--- src/rtl/flash_host_pkg.sv ---
package flash_host_pkg;

    // Clock and pin timing
    localparam int CLK_PERIOD_NS = 10;
    localparam int NOISE_FILTER_NS = 15;
    localparam int T_WP_NS = 50;
    localparam int T_ACC_NS = 55;
    localparam int T_RST_NS = 500;
    localparam int T_RECOVER_NS = 100;
    localparam int SYNC_STAGES = 2;
    localparam int WP_CYC = (T_WP_NS + CLK_PERIOD_NS - 1) / CLK_PERIOD_NS;
    localparam int ACC_CYC = (T_ACC_NS + CLK_PERIOD_NS - 1) / CLK_PERIOD_NS;
    localparam int RST_CYC = (T_RST_NS + CLK_PERIOD_NS - 1) / CLK_PERIOD_NS;
    localparam int RECOVER_CYC = (T_RECOVER_NS + CLK_PERIOD_NS - 1) / CLK_PERIOD_NS;

    // Command cycle addresses and codes
    localparam logic [11:0] UNLOCK_ADDR1 = 12'h555;
    localparam logic [11:0] UNLOCK_ADDR2 = 12'haaa;
    localparam logic [7:0] UNLOCK_DATA1 = 8'haa;
    localparam logic [7:0] UNLOCK_DATA2 = 8'h55;
    localparam logic [7:0] CODE_ERASE_SETUP = 8'h80;
    localparam logic [7:0] CODE_CHIP_ERASE = 8'h10;
    localparam logic [7:0] CODE_SECTOR_ERASE = 8'h30;
    localparam logic [7:0] CODE_PROGRAM = 8'ha0;
    localparam logic [7:0] CODE_LOCKOUT = 8'h40;
    localparam logic [7:0] CODE_ID_ENTRY = 8'h90;
    localparam logic [7:0] CODE_ID_EXIT = 8'hf0;

    // Status bit positions on the data pins
    localparam int POLL_STATUS_BIT = 7;
    localparam int TOGGLE_STATUS_BIT = 6;
    localparam int LOCK_STATUS_BIT = 0;

    // Lock status read address in identification mode
    localparam logic [16:0] LOCK_ADDR_BOTTOM = 17'h00002;
    localparam logic [16:0] LOCK_ADDR_TOP = 17'h1c002;

    // Sector base addresses, index 0 boot, 1-2 parameter, 3-4 main
    localparam logic [16:0] SECT_BOT_BOOT = 17'h00000;
    localparam logic [16:0] SECT_BOT_PARAM1 = 17'h04000;
    localparam logic [16:0] SECT_BOT_PARAM2 = 17'h06000;
    localparam logic [16:0] SECT_BOT_MAIN1 = 17'h08000;
    localparam logic [16:0] SECT_BOT_MAIN2 = 17'h10000;
    localparam logic [16:0] SECT_TOP_BOOT = 17'h1c000;
    localparam logic [16:0] SECT_TOP_PARAM1 = 17'h1a000;
    localparam logic [16:0] SECT_TOP_PARAM2 = 17'h18000;
    localparam logic [16:0] SECT_TOP_MAIN1 = 17'h10000;
    localparam logic [16:0] SECT_TOP_MAIN2 = 17'h00000;

    // User operations
    typedef enum logic [3:0] {
        op_read,
        op_program,
        op_chip_erase,
        op_sector_erase,
        op_lockout,
        op_id_entry,
        op_id_exit,
        op_id_exit_short,
        op_lock_query,
        op_reset
    } op_t;

endpackage

--- src/rtl/flash_bus_cycle.sv ---
`timescale 1ns/10ps
`default_nettype none
module flash_bus_cycle
    import flash_host_pkg::*;
(
    // Clock and reset
    input wire logic clk,
    input wire logic rst,
    // Cycle request
    input wire logic start,
    input wire logic wr,
    input wire logic [16:0] addr,
    input wire logic [7:0] wdata,
    output logic done,
    output logic [7:0] rdata,
    // Flash pins
    output logic [16:0] flash_addr,
    output logic [7:0] flash_dq_o,
    output logic flash_dq_oe,
    input wire logic [7:0] flash_dq_i,
    output logic flash_ce_n,
    output logic flash_oe_n,
    output logic flash_we_n
);

    typedef enum logic [2:0] {
        b_idle,
        b_setup,
        b_strobe,
        b_hold,
        b_end
    } bstate_t;

    typedef struct packed {
        bstate_t st;
        logic wr;
        logic [7:0] cnt;
        logic [16:0] addr;
        logic [7:0] dq;
        logic dq_oe;
        logic ce_n;
        logic oe_n;
        logic we_n;
        logic done;
        logic [7:0] rdata;
        logic [7:0] s1;
        logic [7:0] s2;
    } breg_t;

    breg_t r;
    breg_t n;

    always_comb
    begin
        n = r;
        n.done = 1'b0;
        n.s1 = flash_dq_i;
        n.s2 = r.s1;
        unique case (r.st)
            b_idle:
                if (start)
                begin
                    n.addr = addr;
                    n.dq = wdata;
                    n.wr = wr;
                    n.dq_oe = wr;
                    n.ce_n = 1'b0;
                    n.oe_n = wr;
                    n.cnt = 8'h00;
                    n.st = b_setup;
                end
            b_setup:
            begin
                n.we_n = ~r.wr;
                n.st = b_strobe;
            end
            b_strobe:
                if (r.cnt == (r.wr ? 8'(WP_CYC - 1) : 8'(ACC_CYC + SYNC_STAGES - 1)))
                begin
                    n.we_n = 1'b1;
                    if (!r.wr)
                        n.rdata = r.s2;
                    n.st = b_hold;
                end
                else
                    n.cnt = r.cnt + 8'h01;
            b_hold:
            begin
                n.ce_n = 1'b1;
                n.oe_n = 1'b1;
                n.st = b_end;
            end
            b_end:
            begin
                n.dq_oe = 1'b0;
                n.done = 1'b1;
                n.st = b_idle;
            end
        endcase
    end

    always_ff @(posedge clk)
        if (rst)
        begin
            r <= '0;
            r.st <= b_idle;
            r.ce_n <= 1'b1;
            r.oe_n <= 1'b1;
            r.we_n <= 1'b1;
        end
        else
            r <= n;

    assign done = r.done;
    assign rdata = r.rdata;
    assign flash_addr = r.addr;
    assign flash_dq_o = r.dq;
    assign flash_dq_oe = r.dq_oe;
    assign flash_ce_n = r.ce_n;
    assign flash_oe_n = r.oe_n;
    assign flash_we_n = r.we_n;

endmodule // flash_bus_cycle
`default_nettype wire

--- src/rtl/flash_command_sequencer.sv ---
`timescale 1ns/10ps
`default_nettype none
module flash_command_sequencer
    import flash_host_pkg::*;
#(
    parameter int POLL_LIMIT = 2000000
)
(
    // Clock and reset
    input wire logic clk,
    input wire logic rst,
    // Configuration
    input wire logic top_boot,
    input wire logic hv_req,
    // User command
    input wire logic cmd_valid,
    input wire op_t cmd_op,
    input wire logic [16:0] cmd_addr,
    input wire logic [7:0] cmd_data,
    input wire logic [2:0] cmd_sector,
    output logic cmd_ready,
    // User answer
    output logic done,
    output logic err,
    output logic [7:0] rdata,
    output logic locked,
    // Flash pins
    output logic [16:0] flash_addr,
    output logic [7:0] flash_dq_o,
    output logic flash_dq_oe,
    input wire logic [7:0] flash_dq_i,
    output logic flash_ce_n,
    output logic flash_oe_n,
    output logic flash_we_n,
    output logic flash_reset_n,
    output logic flash_hv_override
);

    typedef enum logic [2:0] {
        m_idle,
        m_seq,
        m_read,
        m_poll,
        m_reset,
        m_recover,
        m_finish
    } mstate_t;

    typedef struct packed {
        mstate_t st;
        op_t op;
        logic [2:0] idx;
        logic [16:0] addr;
        logic [7:0] data;
        logic go;
        logic have_prev;
        logic [7:0] prev;
        logic [31:0] cnt;
        logic ready;
        logic done;
        logic err;
        logic [7:0] rdata;
        logic locked;
        logic rst_n;
        logic hv;
    } mreg_t;

    mreg_t r;
    mreg_t n;

    // Step entry: use target address, command address bits, data
    typedef struct packed {
        logic use_target;
        logic [11:0] addr;
        logic [7:0] data;
    } step_t;

    function automatic logic [2:0] seq_len(input op_t op);
        unique case (op)
            op_chip_erase, op_sector_erase, op_lockout: seq_len = 3'd6;
            op_program: seq_len = 3'd4;
            op_id_entry, op_id_exit: seq_len = 3'd3;
            default: seq_len = 3'd1;
        endcase
    endfunction

    function automatic logic needs_poll(input op_t op);
        needs_poll = (op == op_program) || (op == op_chip_erase) ||
                     (op == op_sector_erase) || (op == op_lockout);
    endfunction

    function automatic step_t cmd_step(input op_t op, input logic [2:0] idx, input logic [7:0] d);
        step_t s;
        s = '{1'b0, UNLOCK_ADDR1, UNLOCK_DATA1};
        unique case (idx)
            3'd0:
                if (op == op_id_exit_short)
                    s = '{1'b0, 12'h000, CODE_ID_EXIT};
            3'd1: s = '{1'b0, UNLOCK_ADDR2, UNLOCK_DATA2};
            3'd2:
                unique case (op)
                    op_program: s.data = CODE_PROGRAM;
                    op_id_entry: s.data = CODE_ID_ENTRY;
                    op_id_exit: s.data = CODE_ID_EXIT;
                    default: s.data = CODE_ERASE_SETUP;
                endcase
            3'd3:
                if (op == op_program)
                    s = '{1'b1, 12'h000, d};
            3'd4: s = '{1'b0, UNLOCK_ADDR2, UNLOCK_DATA2};
            default:
                unique case (op)
                    op_sector_erase: s = '{1'b1, 12'h000, CODE_SECTOR_ERASE};
                    op_lockout: s.data = CODE_LOCKOUT;
                    default: s.data = CODE_CHIP_ERASE;
                endcase
        endcase
        return s;
    endfunction

    function automatic logic [16:0] sector_base(input logic top, input logic [2:0] idx);
        unique case (idx)
            3'd0: sector_base = top ? SECT_TOP_BOOT : SECT_BOT_BOOT;
            3'd1: sector_base = top ? SECT_TOP_PARAM1 : SECT_BOT_PARAM1;
            3'd2: sector_base = top ? SECT_TOP_PARAM2 : SECT_BOT_PARAM2;
            3'd3: sector_base = top ? SECT_TOP_MAIN1 : SECT_BOT_MAIN1;
            default: sector_base = top ? SECT_TOP_MAIN2 : SECT_BOT_MAIN2;
        endcase
    endfunction

    step_t step;
    logic bus_wr;
    logic [16:0] bus_addr;
    logic [7:0] bus_wdata;
    logic bus_done;
    logic [7:0] bus_rdata;
    logic finished;

    always_comb
    begin
        step = cmd_step(r.op, r.idx, r.data);
        bus_wr = (r.st == m_seq);
        bus_addr = (bus_wr && !step.use_target) ? {5'h00, step.addr} : r.addr;
        bus_wdata = step.data;
    end

    flash_bus_cycle u_cycle (
        .clk(clk),
        .rst(rst),
        .start(r.go),
        .wr(bus_wr),
        .addr(bus_addr),
        .wdata(bus_wdata),
        .done(bus_done),
        .rdata(bus_rdata),
        .flash_addr(flash_addr),
        .flash_dq_o(flash_dq_o),
        .flash_dq_oe(flash_dq_oe),
        .flash_dq_i(flash_dq_i),
        .flash_ce_n(flash_ce_n),
        .flash_oe_n(flash_oe_n),
        .flash_we_n(flash_we_n)
    );

    always_comb
    begin
        n = r;
        n.go = 1'b0;
        n.done = 1'b0;
        n.hv = hv_req;
        finished = ((r.op == op_program) &&
                    (bus_rdata[POLL_STATUS_BIT] == r.data[POLL_STATUS_BIT])) ||
                   (r.have_prev &&
                    (bus_rdata[TOGGLE_STATUS_BIT] == r.prev[TOGGLE_STATUS_BIT]));
        unique case (r.st)
            m_idle:
            begin
                n.ready = 1'b1;
                if (cmd_valid && r.ready)
                begin
                    n.ready = 1'b0;
                    n.op = cmd_op;
                    n.addr = cmd_addr;
                    n.data = cmd_data;
                    n.idx = 3'd0;
                    n.err = 1'b0;
                    n.have_prev = 1'b0;
                    n.cnt = 32'h0;
                    unique case (cmd_op)
                        op_reset:
                        begin
                            n.rst_n = 1'b0;
                            n.st = m_reset;
                        end
                        op_read:
                        begin
                            n.go = 1'b1;
                            n.st = m_read;
                        end
                        op_lock_query:
                        begin
                            n.addr = top_boot ? LOCK_ADDR_TOP : LOCK_ADDR_BOTTOM;
                            n.go = 1'b1;
                            n.st = m_read;
                        end
                        op_sector_erase:
                        begin
                            n.addr = sector_base(top_boot, cmd_sector);
                            n.go = 1'b1;
                            n.st = m_seq;
                        end
                        default:
                        begin
                            n.go = 1'b1;
                            n.st = m_seq;
                        end
                    endcase
                end
            end
            m_seq:
                if (bus_done)
                begin
                    n.go = 1'b1;
                    if (r.idx == seq_len(r.op) - 3'd1)
                        n.st = needs_poll(r.op) ? m_poll : m_finish;
                    else
                        n.idx = r.idx + 3'd1;
                    if (!needs_poll(r.op) && r.idx == seq_len(r.op) - 3'd1)
                        n.go = 1'b0;
                end
            m_read:
                if (bus_done)
                begin
                    n.rdata = bus_rdata;
                    if (r.op == op_lock_query)
                        n.locked = bus_rdata[LOCK_STATUS_BIT];
                    n.st = m_finish;
                end
            m_poll:
                if (bus_done)
                begin
                    n.cnt = r.cnt + 32'h1;
                    n.prev = bus_rdata;
                    n.have_prev = 1'b1;
                    if (finished)
                    begin
                        n.rdata = bus_rdata;
                        n.st = m_finish;
                    end
                    else if (r.cnt >= 32'(POLL_LIMIT - 1))
                    begin
                        n.err = 1'b1;
                        n.st = m_finish;
                    end
                    else
                        n.go = 1'b1;
                end
            m_reset:
                if (r.cnt == 32'(RST_CYC - 1))
                begin
                    n.rst_n = 1'b1;
                    n.cnt = 32'h0;
                    n.st = m_recover;
                end
                else
                    n.cnt = r.cnt + 32'h1;
            m_recover:
                if (r.cnt == 32'(RECOVER_CYC - 1))
                    n.st = m_finish;
                else
                    n.cnt = r.cnt + 32'h1;
            m_finish:
            begin
                n.done = 1'b1;
                n.st = m_idle;
            end
        endcase
    end

    always_ff @(posedge clk)
        if (rst)
        begin
            r <= '0;
            r.st <= m_idle;
            r.op <= op_read;
            r.rst_n <= 1'b1;
        end
        else
            r <= n;

    assign cmd_ready = r.ready;
    assign done = r.done;
    assign err = r.err;
    assign rdata = r.rdata;
    assign locked = r.locked;
    assign flash_reset_n = r.rst_n;
    assign flash_hv_override = r.hv;

endmodule // flash_command_sequencer
`default_nettype wire

--- config.mk ---
export PLATFORM = sky130hd
export DESIGN_NAME = flash_command_sequencer
export DESIGN_NICKNAME = d
export VERILOG_FILES = /design/src/rtl/flash_host_pkg.sv /design/src/rtl/flash_bus_cycle.sv /design/src/rtl/flash_command_sequencer.sv
export SDC_FILE = /design/constraint.sdc
export NUM_CORES = 1
export LEC_CHECK = 0
export BUFFER_PORTS_ARGS = -buffer_cell sky130_fd_sc_hd__buf_2
export CAP_MARGIN = 30
export CELL_PAD_IN_SITES_DETAIL_PLACEMENT = 1
export CELL_PAD_IN_SITES_GLOBAL_PLACEMENT = 1
export CORE_MARGIN = 1
export CORE_UTILIZATION = 47
export CTS_CLUSTER_SIZE = 30
export DETAILED_ROUTE_END_ITERATION = 7
export PLACE_DENSITY_LB_ADDON = 0.1
export SETUP_SLACK_MARGIN = 0.5
export SYNTH_ARGS = -nofsm -noshare
export SYNTH_HDL_FRONTEND = slang
export SYNTH_SLANG_ARGS = --single-unit
--- constraint.sdc ---
create_clock -name clk -period 6.55 [get_ports clk]
set_clock_uncertainty 0.05 [all_clocks]
set_input_delay 0 -clock clk [delete_from_list [all_inputs] [get_ports clk]]
set_output_delay 0 -clock clk [all_outputs]
set_load 0.02 [all_outputs]
# Word level (Yosys, flattened, before mapping)

Cells that the tools add are included.

$add $sub $neg: 4
$lt $le $gt $ge: 1
Equality and inequality tests: 51
Multiplexer cells: 71
Bitwise logic cells: 1
Reduce and logical (&&, ||, !) cells: 46

Operators with widths:

| cell                                                                 | number |
|---|---|
| one-hot mux 32 bit (4 select lines)                                  | 1 |
| two-way mux 17 bit                                                   | 7 |
| one-hot mux 17 bit (4 select lines)                                  | 1 |
| two-way mux 32 bit                                                   | 2 |
| one-hot mux 13 bit (4 select lines)                                  | 1 |
| two-way mux 3 bit                                                    | 14 |
| two-way mux 42 bit                                                   | 1 |
| two-way mux 40 bit                                                   | 1 |
| two-way mux 37 bit                                                   | 1 |
| one-hot mux 17 bit (2 select lines)                                  | 1 |
| two-way mux 33 bit                                                   | 1 |
| adder 32 x 1 -> 32 bit (second input constant)                       | 1 |
| equality test 32 x 4 -> 1 bit (second input constant)                | 1 |
| equality test 32 x 6 -> 1 bit (second input constant)                | 1 |
| greater-or-equal comparator 32 x 21 -> 1 bit (second input constant) | 1 |
| one-hot mux 8 bit (2 select lines)                                   | 2 |
| one-hot mux 8 bit (4 select lines)                                   | 1 |
| equality test 3 x 2 -> 1 bit (second input constant)                 | 8 |
| != test 2 bit (second input constant)                                | 12 |
| two-way mux 21 bit                                                   | 1 |
| one-hot mux 3 bit (7 select lines)                                   | 1 |
| one-hot mux 7 bit (3 select lines)                                   | 1 |
| two-way mux 19 bit                                                   | 1 |
| two-way mux 9 bit                                                    | 2 |
| 40 further kinds                                                     | 110 |

Flip-flop bits (word level): 157
Input bits: 45
Output and inout port bits: 43
Word-level logic and storage cells: 203

# Depth between registers and ports, before layout

Gate-level depths: netlist (run 1).

Word-level depth: 11
Mapped depth: 11
Gate-level depth less buffers: 8

# Cells and area by module

Synthesis (run 1) repeated with hierarchy kept, for this count alone.

Cell total of the unflattened synthesis: 899
Area total of the unflattened synthesis: 7408.4 sq um

Modules (own cells, without submodules):

| module                  | times used | cells each | area each (sq um) | seq. area each (sq um) |
|---|---|---|---|---|
| flash_command_sequencer | 1          | 593        | 4707.0            | 1681.6 |
| flash_bus_cycle         | 1          | 306        | 2701.3            | 1321.3 |

# Least setup slack after synthesis (run 1)

Ideal clock, no wire load.

Path type: reg2reg
Start point: reg r[81] (netlist bit)
End point: reg u_cycle.r (netlist bit u_cycle.flash_addr[11])
Setup time: 0.070 ns
Arrival time: 2.117 ns
Data required time: 6.430 ns
Slack: 4.313 ns
Cell stages (with the launch flop): 11
Buffers on the path: 2
Clock period less this slack: 2.237 ns
Cell sequence: dfxtp_1 > ha_1 > ha_1 > clkbuf_1 > nor2b_1 > a31oi_1 > o31ai_2 > or2_2 > clkbuf_1 > o211ai_1 > a21oi_1

Word-level cells in the longest chain between the ends: 6
Elaborated cells between the ends (all ways): 10
Classes of those cells: 4 x eq/ne; 2 x mux; 4 x reduce/logical

RTL lines:

| what                                                                       | RTL line                       | source |
|---|---|---|
| start: declaration                                                         | flash_command_sequencer.sv:68  | `mreg_t r;` |
| start signal: assignment                                                   | flash_command_sequencer.sv:289 | `r <= n;` |
| equality test 3 bit / equality test 3 x 1 -> 1 bit (equally long branches) | flash_command_sequencer.sv:95  | `unique case (idx)` |
| OR reduction 2 bit (no source line)                                        | --                             |  |
| one-hot mux 13 bit (4 select lines) (*)                                    | flash_command_sequencer.sv:95  |  |
| logical NOT 1 bit                                                          | flash_command_sequencer.sv:143 | `bus_addr = (bus_wr && !step.use_target) ? {5'h00, step.addr} : r.addr;` |
| logical AND 1 bit                                                          | flash_command_sequencer.sv:143 |  |
| two-way mux 17 bit (*)                                                     | flash_command_sequencer.sv:143 |  |
| end signal: assignment                                                     | flash_bus_cycle.sv:112         | `r <= n;` |
| end: declaration                                                           | flash_bus_cycle.sv:50          | `breg_t r;` |

Mark *: on every way between the ends. The rest lies on a longest branch, timed or not.
A chain may end at the register's enable or synchronous reset.

# Final worst setup path (run 1)

Start point: reg u_cycle.r[62] (netlist bit)
End point: reg u_cycle.r (netlist bit u_cycle.rdata[2])

Word-level cells in the longest chain between the ends: 3
Elaborated cells between the ends (all ways): 4
Classes of those cells: 1 x eq/ne; 1 x mux; 1 x bitwise; 1 x reduce/logical

RTL lines:

| what                                     | RTL line              | source |
|---|---|---|
| two-way mux 2 bit                        | flash_bus_cycle.sv:78 | `if (r.cnt == (r.wr ? 8'(WP_CYC - 1) : 8'(ACC_CYC + SYNC_STAGES - 1)))` |
| equality test 8 bit                      | flash_bus_cycle.sv:78 |  |
| AND reduction 3 bit (no source line) (*) | --                    |  |

Marked as above.

==> metrics, run 1 <==
final net count between 900 and 1000; Hold Path Stages 5; largest vdd supply drop 0.180 mV; Critical Path Sink u_cycle.rdata[2]; DRC errors left 0; total track usage 27.3%; CTS Sinks 150; via count 6759; CTS Root Cell clkbuf_16; Clock Path Buffers 2; syn nets slightly above 900; f_max 342 MHz; Worst-Skew Late Latency 0.43 ns; Worst path slowest cell nor3b_2; worst relative slew slack 28.3%; syn_area_per_cell slightly above 8 sq um; Fill cells 1805; most common cell in the netlist dfxtp_1; met2 WL 11.0 mm; Syn Std Cell Area 7250 sq um; IO Pins 88; worst endpoint required time ~6.8 ns; vias in the first global route 7213; Die X 126 microns; DIE AREA 15900 sq um; initial antenna violation count 1; Critical Path, Cell by Cell or3b_2 > a2111oi_4 > nor3b_2 > mux2i_1 > nor2_1; Crit path arrival time ~3.2 ns; largest area contributor in the synthesized netlist dfxtp_1; endpoints failing hold 0; critical path class reg2reg; Max Cap Viol 0; Post-Route M1 WL 8.86 mm; H-tree levels 4; Hold Path Class in2reg; Initial Utilization between 40% and 50%; first-pass GRT wire length 35.0 mm; Leakage ~3.2 nW; post-place setup slack 3.74 ns; total wire length 21.2 mm; Worst R2R Path Depth 5; library cells used by synthesis 78; Site Rows 45; routed length per instance approximately 19 microns; synthesis-to-finish area growth 17.1%; TritonCTS clock tree done; TritonCTS Buffers 17; Via density 5.92; largest stage delay on the critical path approximately 0.94 ns; Die H around 130 microns; Crit. End Element flop; Port Buffer Count 87; Final min period roughly 3 ns; setup TNS 0 ns; beginning of the critical path u_cycle.r[62]; largest net degree at the start of global routing 48; grt ovf 0; post-synth top area share 41.4%; area post-placement 7490 sq um; share of layout cells above drive strength 1 15.7%; final setup fails 0; RSZ-0062 raised after global routing no; post-route setup slack 3.63 ns; Top FF cell, synth dfxtp_1; YS warnings 0; reg2reg start u_cycle.r[62]; Final Instance Area 8490 sq um; area of the core approximately 15000 sq um; top routing layer in use met4; metal3 WL 728 microns; setup slack, reg-to-reg 3.63 ns; part of the cycle the worst path needs 44.6%; CTS clk-pin slew, worst paths 0.06 ns; drt first pass iters 5; Worst R2R End u_cycle.rdata[2]; Critical Path Source Type flop; gp weighted congestion 0.853; PwrDens roughly 250 nW/um^2; ys async rst share 0%; post-DP HPWL 13.6 mm; Iteration-0 DRC Markers 373; max-slew violations 0; top post-synthesis cells by area dfxtp_1, nand2_1, a21oi_1; CTS resizes 0; Worst Max-Slew Pin Slew 1.07 ns; Post-synth EDFFs 0; Post-Syn Instances 874; Post-synth top cells dfxtp_1, nand2_1, nor2_1; register bit total from synthesis 150; crit path max fanout 8; outcome finished, final reports clean; Final Hold Slack 0.0906 ns; Routed Antenna Nets 0; sequential share of the synthesized area slightly above 40%
==> cell families (layout without fill, tap and decap cells) <==
kind of cell	count (synthesis)	after routing	synth area share, %
and+or+nand+nor	371	371	26.8
AOI/OAI and AO/OA	207	207	18.7
DFF	150	150	41.4
buffers and inverters	110	189	8.09
xor gates and xnor gates	14	14	1.69
muxes	14	14	1.97
adders and majority gates	8	8	1.38
other	0	1	0
==> critical path, delay by kind of cell, from the launching register on <==
| family | cells | cell delay, ns |
|---|---|---|
| muxes | 1 | 0.33 |
| DFF | 1 | 0.41 |
| AOI/OAI and AO/OA | 1 | 0.48 |
| and+or+nand+nor | 3 | 1.50 |
==> sequential cells by signal (all words and copies together), names as in the netlist <==
signal	count
u_cycle.flash_oe_n	1
locked	1
rdata	8
u_cycle.done	1
u_cycle.r	20
u_cycle.flash_we_n	1
u_cycle.flash_addr	17
u_cycle.n	8
u_cycle.flash_dq_o	8
flash_reset_n	1
u_cycle.rdata	8
u_cycle.flash_ce_n	1
u_cycle.flash_dq_oe	1
flash_hv_override	1
err	1
done	1
cmd_ready	1
r	70
==> per-stage QoR <==
step	instances	total power, W	util (%)
after floorplan	874	0.00111	-
after global placement	1066	0.00115	49.3
after detailed placement	1068	0.00116	49.4
after CTS	1140	0.00216	56.0
after global routing	1142	0.00224	56.1
final	1142	0.00215	56.1
==> per-layer routing <==
metal	vias up	GRT usage, %
met2	155	50.4
met3	55	5.52
met1	3318	30.2
met5	-	0
li1	3231	-
met4	0	12.0
==> cell type report <==
type	instances	area [sq um]	area share, %
clock buffer	17	425	5.01
sequential	150	3000	35.4
inverter	24	90.1	1.06
tap	188	235	2.77
clock inverter	15	168	1.97
timing repair buffer	133	888	10.5
antenna	1	2.50	0.0295
multi-input combinational	614	3680	43.3
==> worst min path at each step <==
| stage | start | endpoint | slack [ns] |
|---|---|---|---|
| global route | rst | rdata[1] | 0.12 |
| detailed placement | cmd_addr[2] | r[66] | 0.16 |
| global placement | flash_dq_i[6] | u_cycle.n[6] | 0.16 |
| floorplan | cmd_addr[0] | r[64] | 0.08 |
| finish | cmd_valid | err | 0.09 |
| CTS | cmd_valid | err | 0.08 |
==> cell usage in the layout, fill, tap and decap left out, drive strengths merged, types with 11 or more instances in the layout <==
cell type      n
a21oi         72
dfxtp        150
nand4         18
a22o          12
inv           32
or3           22
nor2b         30
mux2i         12
nand3         54
and3          18
nand2        100
o21ai         42
xor2          11
clkbuf        17
buf           93
nor4          12
a31oi         16
nor2          69
dlygate4sd3   40
==> power by group <==
group	switching, W	leakage [nW]	internal (W)
Combinational	0.000118	1.69	0.0000788
Clock	0.000419	0.292	0.000572
Sequential	0.0000259	1.22	0.000940
==> what timing repair did <==
| item | 4_1_cts | 5_1_grt |
|---|---|---|
| hold buffers | 40 | 0 |
| endpoints found under the hold margin | 38 | 0 |
| setup buffers | 0 | 0 |
Note: power is estimated with default switching activity, not from simulation.
==> run 2, diff against run 1 <==
--- a/config.mk
+++ b/config.mk
@@ -5,12 +5,13 @@
 export SDC_FILE = /design/constraint.sdc
 export NUM_CORES = 1
 export LEC_CHECK = 0
+export ABC_AREA = 1
 export BUFFER_PORTS_ARGS = -buffer_cell sky130_fd_sc_hd__buf_2
 export CAP_MARGIN = 30
 export CELL_PAD_IN_SITES_DETAIL_PLACEMENT = 1
 export CELL_PAD_IN_SITES_GLOBAL_PLACEMENT = 1
 export CORE_MARGIN = 1
-export CORE_UTILIZATION = 47
+export CORE_UTILIZATION = 38
 export CTS_CLUSTER_SIZE = 30
 export DETAILED_ROUTE_END_ITERATION = 7
 export PLACE_DENSITY_LB_ADDON = 0.1
==> constraint.sdc (replaced) <==
create_clock -name clk -period 2.4 [get_ports clk]
set_clock_uncertainty 0.05 [all_clocks]
set_input_delay 0 -clock clk [delete_from_list [all_inputs] [get_ports clk]]
set_output_delay 0 -clock clk [all_outputs]
set_load 0.02 [all_outputs]
==> run 2 against run 1 <==
Effect of this change: utilization shrank 6.1 points; sequential share of layout area shrank 5.6 points; worst setup slack lost 3.1 ns; final cell count grew 42%; first-iteration DRC count grew 23%; non-clock buffer count grew 45; area after synthesis grew 9.9%; power grew to 4.2 times the previous value; sequential power grew to 3.1 times the previous value; critical endpoint is now r[90]; largest cell class unchanged; largest power group is now combinational cells; highest routed layer unchanged.
==> metrics, run 2 <==
total wire length roughly 28 mm; critical path class reg2reg; endpoints failing hold 0; Storage cell area between 3000 and 4000 sq um; Worst Max-Slew Pin Slew 0.853 ns; Critical Path Source Type flop; largest stage delay on the critical path 0.37 ns; Port Buffer Count 87; largest area contributor in the synthesized netlist dfxtp_1; area of the core 20400 sq um; total track usage 26.0%; top post-synthesis cells by area dfxtp_1, nand2_1, nor2_1; Worst path slowest cell dfxtp_4; Seq pwr share 32.8%; Largest Register r; setup slack, reg-to-reg 0.52 ns; worst endpoint required time approximately 2.7 ns; post-synthesis mux area share 0%; Routed Antenna Nets 0; f_max 531 MHz; TritonCTS clock tree done; Clock Path Buffers 2; library cells used by synthesis 39; synthesis-to-finish area growth 28.0%; final setup fails 0; Syn Std Cell Area 7970 sq um; Fill cells 2658; Sw Share 38.4%; via count ~8500; Iteration-0 DRC Markers 457; Synth Area in Simple Gates between 30% and 40%; Clock power frac between 30% and 40%; setup TNS 0 ns; Post-synth top cells nand2_1, dfxtp_1, nor2_1; largest vdd supply drop 0.566 mV; reg2reg start r[15]; crit path max fanout 4; logic gate share of total power between 30 and 40%; most common cell in the netlist nand2_1; Top FF cell, synth dfxtp_1; multi-input logic area 4320 sq um; part of the cycle the worst path needs 78.5%; gp weighted congestion 0.870; Critical Path Sink r[90]; outcome finished, final reports clean; CTS clk-pin slew, worst paths 0.07 ns; main combinational cell family by area after synthesis simple AND/OR/NAND/NOR gates; final core occ 49.9%; sequential share of the synthesized area 37.7%; XOR/XNOR Fraction of Synth Area 1.10%; vias in the first global route ~8400; CTS Root Cell clkbuf_16; CTS Sinks 150; Worst R2R Path Depth 14; first-pass GRT wire length 44.3 mm; beginning of the critical path r[15]; DRC errors left 0; Final min period ~1.9 ns; routed length per instance roughly 18 microns; Die X 147 microns; Leakage 4.32 nW; Crit path arrival time 2.19 ns; register bit total from synthesis 150; Int Pwr 0.00556 W; post-synth top area share 37.7%; Worst R2R End r[90]; ys async rst share 0%; YS warnings 0; NetSw 0.00347 W; share of layout cells above drive strength 1 22.2%; RSZ-0062 raised after global routing yes; syn_area_per_cell about 6.6 sq um; drt first pass iters 5; Post-Syn Instances ~1200; initial antenna violation count 2; Worst-Skew Late Latency 0.43 ns; most frequent CP cell nand2_1; IO Pins slightly below 90; number of flip-flops in the largest register 70; Initial Utilization 39.0%; post-synthesis compound-gate area fraction 14.1%; final net count 1384; Adder-Cell Fraction of Synth Area around 1.3%; Via density 5.24; max-slew violations 0; Critical Path, Cell by Cell inv_2 > ha_4 > inv_1 > nor3_2 > nand2_1 > nor2_1 > nand2_2 > nand2_4 > nand2_1 > nor2_4 > nand3_2 > nand2_1 > inv_1 > nor2_1; Post-synth EDFFs 0; largest net degree at the start of global routing just under 70; TritonCTS Buffers 17; DIE AREA about 22000 sq um; worst relative slew slack a little over two fifths; grt ovf 0; PwrDens 886 nW/um^2; Site Rows 52; Hold Path Class in2reg; Crit. End Element flop; Max Cap Viol 0; post-DP HPWL 18.7 mm; most frequent cells in the layout nand2_1, dfxtp_1, inv_1; Die H 147 microns; most common cell after layout, fill and taps aside nand2_1; syn nets 1258; H-tree levels 4
-- run 2: layout make-up --
class,instances,area share [%]
multi-input combinational,830,42.4
sequential,150,29.8
timing repair buffer,178,12.8
inverter,154,5.86
clock buffer,18,4.21
tap,270,3.31
clock inverter,14,1.66
antenna,2,0.0490
-- run 2: worst min-delay path by stage --
| stage | end | depth (start not counted) | start | slack [ns] |
|---|---|---|---|---|
| after floorplan | flash_hv_override | 2 | hv_req | 0.06 |
| after global placement | flash_hv_override | 3 | hv_req | 0.15 |
| after detailed placement | flash_hv_override | 3 | hv_req | 0.16 |
| after CTS | r[61] | 4 | cmd_data[5] | 0.25 |
| after global routing | u_cycle.n[2] | 4 | flash_dq_i[2] | 0.28 |
| final | u_cycle.n[5] | 4 | flash_dq_i[5] | 0.28 |
-- run 2: timing repair --
item                                    4_1_cts  5_1_grt
cloned                                        0        3
pin swaps                                     3       21
buffers inserted                              8       16
endpoints found under the setup margin       60       84
gates resized for setup                      43       96
hold endpoints to repair                     46        0
hold buffers                                 45        0
-- run 2: cells by family (layout without fill, tap and decap cells) --
kind of cell	Yosys count	in the layout
AOI/OAI and AO/OA	203	203
adders and majority gates	8	8
DFF	150	150
xor gates and xnor gates	10	10
and+or+nand+nor	608	609
buffers and inverters	226	364
other	0	2
-- run 2: metal layers --
metal	wire length, microns	vias to the layer above	track usage, %
met5	0	-	0
met4	649	0	7.97
met3	1050	48	4.16
met2	13200	192	42.6
met1	13400	4072	34.9
li1	-	4155	-
-- run 2: worst max-delay path: cells and delay by family, from the launching register on --
family	cells	cell delay (ns)
flip-flops	1	0.37
AND/OR/NAND/NOR	10	1.07
buffers and inverters	3	0.18
adder cells (fa/ha/maj)	1	0.14
-- run 2: metrics by stage --
step | setup WS (ns) | std cells | total power, W | area (sq um) | hold WS [ns]
after floorplan | 0.619 | 1205 | 0.00466 | 7970 | 0.0570
after global placement | 0.273 | 1510 | 0.00528 | 8460 | 0.150
after detailed placement | 0.117 | 1510 | 0.00532 | 8460 | 0.161
after CTS | 0.500 | 1595 | 0.00842 | 9710 | 0.254
after global routing | 0.342 | 1616 | 0.00953 | 10200 | 0.284
final | 0.516 | 1616 | 0.00904 | 10200 | 0.280
-- run 2: power by group through the flow --
stage          Combinational (W)  Sequential [W]  Clock (W)
3_5_place_dp             0.00235         0.00297          0
5_1_grt                  0.00361         0.00299    0.00293
4_1_cts                  0.00266         0.00293    0.00283
6_report                 0.00330         0.00297    0.00277
3_3_place_gp             0.00232         0.00296          0
2_1_floorplan            0.00173         0.00293          0
==> run 3, diff against run 2 <==
--- a/config.mk
+++ b/config.mk
@@ -11,7 +11,7 @@
 export CELL_PAD_IN_SITES_DETAIL_PLACEMENT = 1
 export CELL_PAD_IN_SITES_GLOBAL_PLACEMENT = 1
 export CORE_MARGIN = 1
-export CORE_UTILIZATION = 38
+export CORE_UTILIZATION = 42
 export CTS_CLUSTER_SIZE = 30
 export DETAILED_ROUTE_END_ITERATION = 7
 export PLACE_DENSITY_LB_ADDON = 0.1
==> constraint.sdc (replaced) <==
create_clock -name clk -period 1.9 [get_ports clk]
set_clock_uncertainty 0.05 [all_clocks]
set_input_delay 0 -clock clk [delete_from_list [all_inputs] [get_ports clk]]
set_output_delay 0 -clock clk [all_outputs]
set_load 0.02 [all_outputs]
==> run 3 against run 2 <==
Effect of this change: the flow now finishes with violations (setup timing); largest power group unchanged; power increased by 78%; highest routed layer is now met5; register-to-register slack got worse by 1.4 ns; via count increased by 42%; clock power increased by 31%; first-iteration DRC count increased to 4.2 times the previous value; sequential power increased by 33%; critical endpoint is now r[29]; global-route usage increased by 10 points; critical path depth decreased by 4; critical path type unchanged.
==> metrics, run 3 (synthesis gave the netlist of run 2 again) <==
outcome finished, violations left; failing checks setup timing; crit path max fanout 7; met1 Use GR 42.1%; Max Cap Viol 0; largest vdd supply drop ~0.85 mV; CTS Root Cell clkbuf_16; IO Pins 88; synthesis-to-finish area growth 59.7%; Final Instance Area 12700 sq um; grt ovf 0; H-tree levels 4; DIE AREA between 15000 and 20000 sq um; Crit. End Element flop; Critical Path, Cell by Cell inv_2 > nand2_1 > nor2_2 > nand3_2 > nor2_4 > nand2_2 > nand3_4 > buf_12 > nand2_1 > a31oi_1; first-pass GRT wire length 55.3 mm; most frequent cells in the layout nand2_1, buf_4, dfxtp_1; number of flip-flops in the largest register 70; CTS Sinks 150; final setup fails 75; DRC errors left 0; largest stage delay on the critical path 0.72 ns; Final min period 2.81 ns; vias in the first global route between 10000 and 15000; Routed Antenna Nets 0; Port Buffer Count 87; endpoints failing hold 0; M2 GR Usage 63.8%; f_max approximately 360 MHz; Critical Path Source Type flop; Final Hold Slack 0.0396 ns; Worst Max-Slew Pin Slew roughly 1 ns; Leakage ~5.5 nW; Iteration-0 DRC Markers 1913; Storage cell area 3080 sq um; area of the core 18600 sq um; largest net degree at the start of global routing 68; post-route setup slack -0.911 ns; Die H about 140 microns; worst relative slew slack between 30% and 40%; Cell Count, Final, Fillers Out 1714; multi-input logic area 5490 sq um; via count 12040; max-slew violations 0; final net count 1512; final core occ 68.3%; Die X 140 microns; post-DP HPWL between 15 and 20 mm; busiest layer in global routing met2; most frequent CP cell nand2_1; reg2reg start r[34]; Site Rows 50; critical path class reg2reg; most common cell after layout, fill and taps aside nand2_1; worst path bufs/invs 2; CP delay by family, top simple AND/OR/NAND/NOR gates; Initial Utilization 42.8%; Via density 7.02; beginning of the critical path r[34]; drt first pass iters 7; Hold Path Class in2reg; Crit path arrival time 3.04 ns; routed length per instance 34.0 microns; part of the cycle the worst path needs 148%; share of layout cells above drive strength 1 43.9%; met3 Use GR 6.74%; worst endpoint required time 2.13 ns; TritonCTS clock tree done; gp weighted congestion 0.891; total wire length 58.2 mm; Largest Register r; placed insts 1530; RSZ-0062 raised after global routing yes; worst hold path startpoint cmd_op[2]; total track usage 36.2%; PwrDens 1260 nW/um^2; Clock Path Buffers 2; TritonCTS Buffers 17; CTS clk-pin slew, worst paths 0.08 ns; Worst path slowest cell a31oi_1; Worst-Skew Late Latency around 0.49 ns; Fill cells about 2200; initial antenna violation count 7; area post-placement 9130 sq um
run 3: cell count changes in the layout (fill, tap and decap cells not counted), moves of 23 or more:
cell     delta
a21oi_1    -24
buf_4      +81
buf_6      +30
nand2_1    -71
nand2_2    +36
nand2_4    +34
nand3_1    -23
nor2_1     -24
o21ai_0    -39
run 3: worst reg2reg max path, cell delays in order, from the launching register on:
cell and delay [ns]:
dfxtp_1 0.37, inv_2 0.24, nand2_1 0.11, nor2_2 0.23, nand3_2 0.18, nor2_4 0.17, nand2_2 0.08, nand3_4 0.19
buf_12 0.18, nand2_1 0.08, a31oi_1 0.72
run 3: worst paths after layout:
check	slack (ns)	end	depth (start not counted)
max	-0.91	r[29]	10
min reg2reg	0.39	u_cycle.r[1]	2
min	0.04	r[65]	5
max reg2reg	-0.91	r[29]	10
run 3: timing repair:
item	in CTS	in global routing
pin swaps	60	85
hold buffers	45	0
setup endpoints to repair	125	125
resized for setup	189	290
setup buffers	53	39
gates cloned	2	5
endpoints found under the hold margin	49	0
run 3: area by class of cell:
type,count,share of cell area (%)
Clock inverter,12,0.865
Antenna cell,8,0.157
Clock buffer,20,3.59
Timing Repair Buffer,307,20.6
Sequential cell,150,24.2
Tap cell,234,2.30
Inverter,154,5.19
Multi-Input combinational cell,829,43.1
run 3: report_power, final:
group	internal, W	total (W)	switching (W)
Clock	0.00180	0.00362	0.00183
Sequential	0.00347	0.00394	0.000473
Combinational	0.00332	0.00853	0.00521
run 3: metal layers:
| metal | share of wire (%) | up-vias |
|---|---|---|
| li1 | - | 4430 |
| met1 | 32 | 5620 |
| met2 | 42 | 1294 |
| met3 | 14 | 690 |
| met4 | 12 | 6 |
| met5 | 0.13 | - |
run 3: through the flow:
step | total power [W] | setup TNS [ns] | setup WS (ns)
2_1_floorplan | 0.00627 | 0 | 0.281
6_report | 0.0161 | -20.21 | -0.911
4_1_cts | 0.0123 | 0 | 0.103
5_1_grt | 0.0162 | -25.27 | -0.931
3_5_place_dp | 0.00728 | -0.479 | -0.103
3_3_place_gp | 0.00720 | -0.0338 | -0.0268
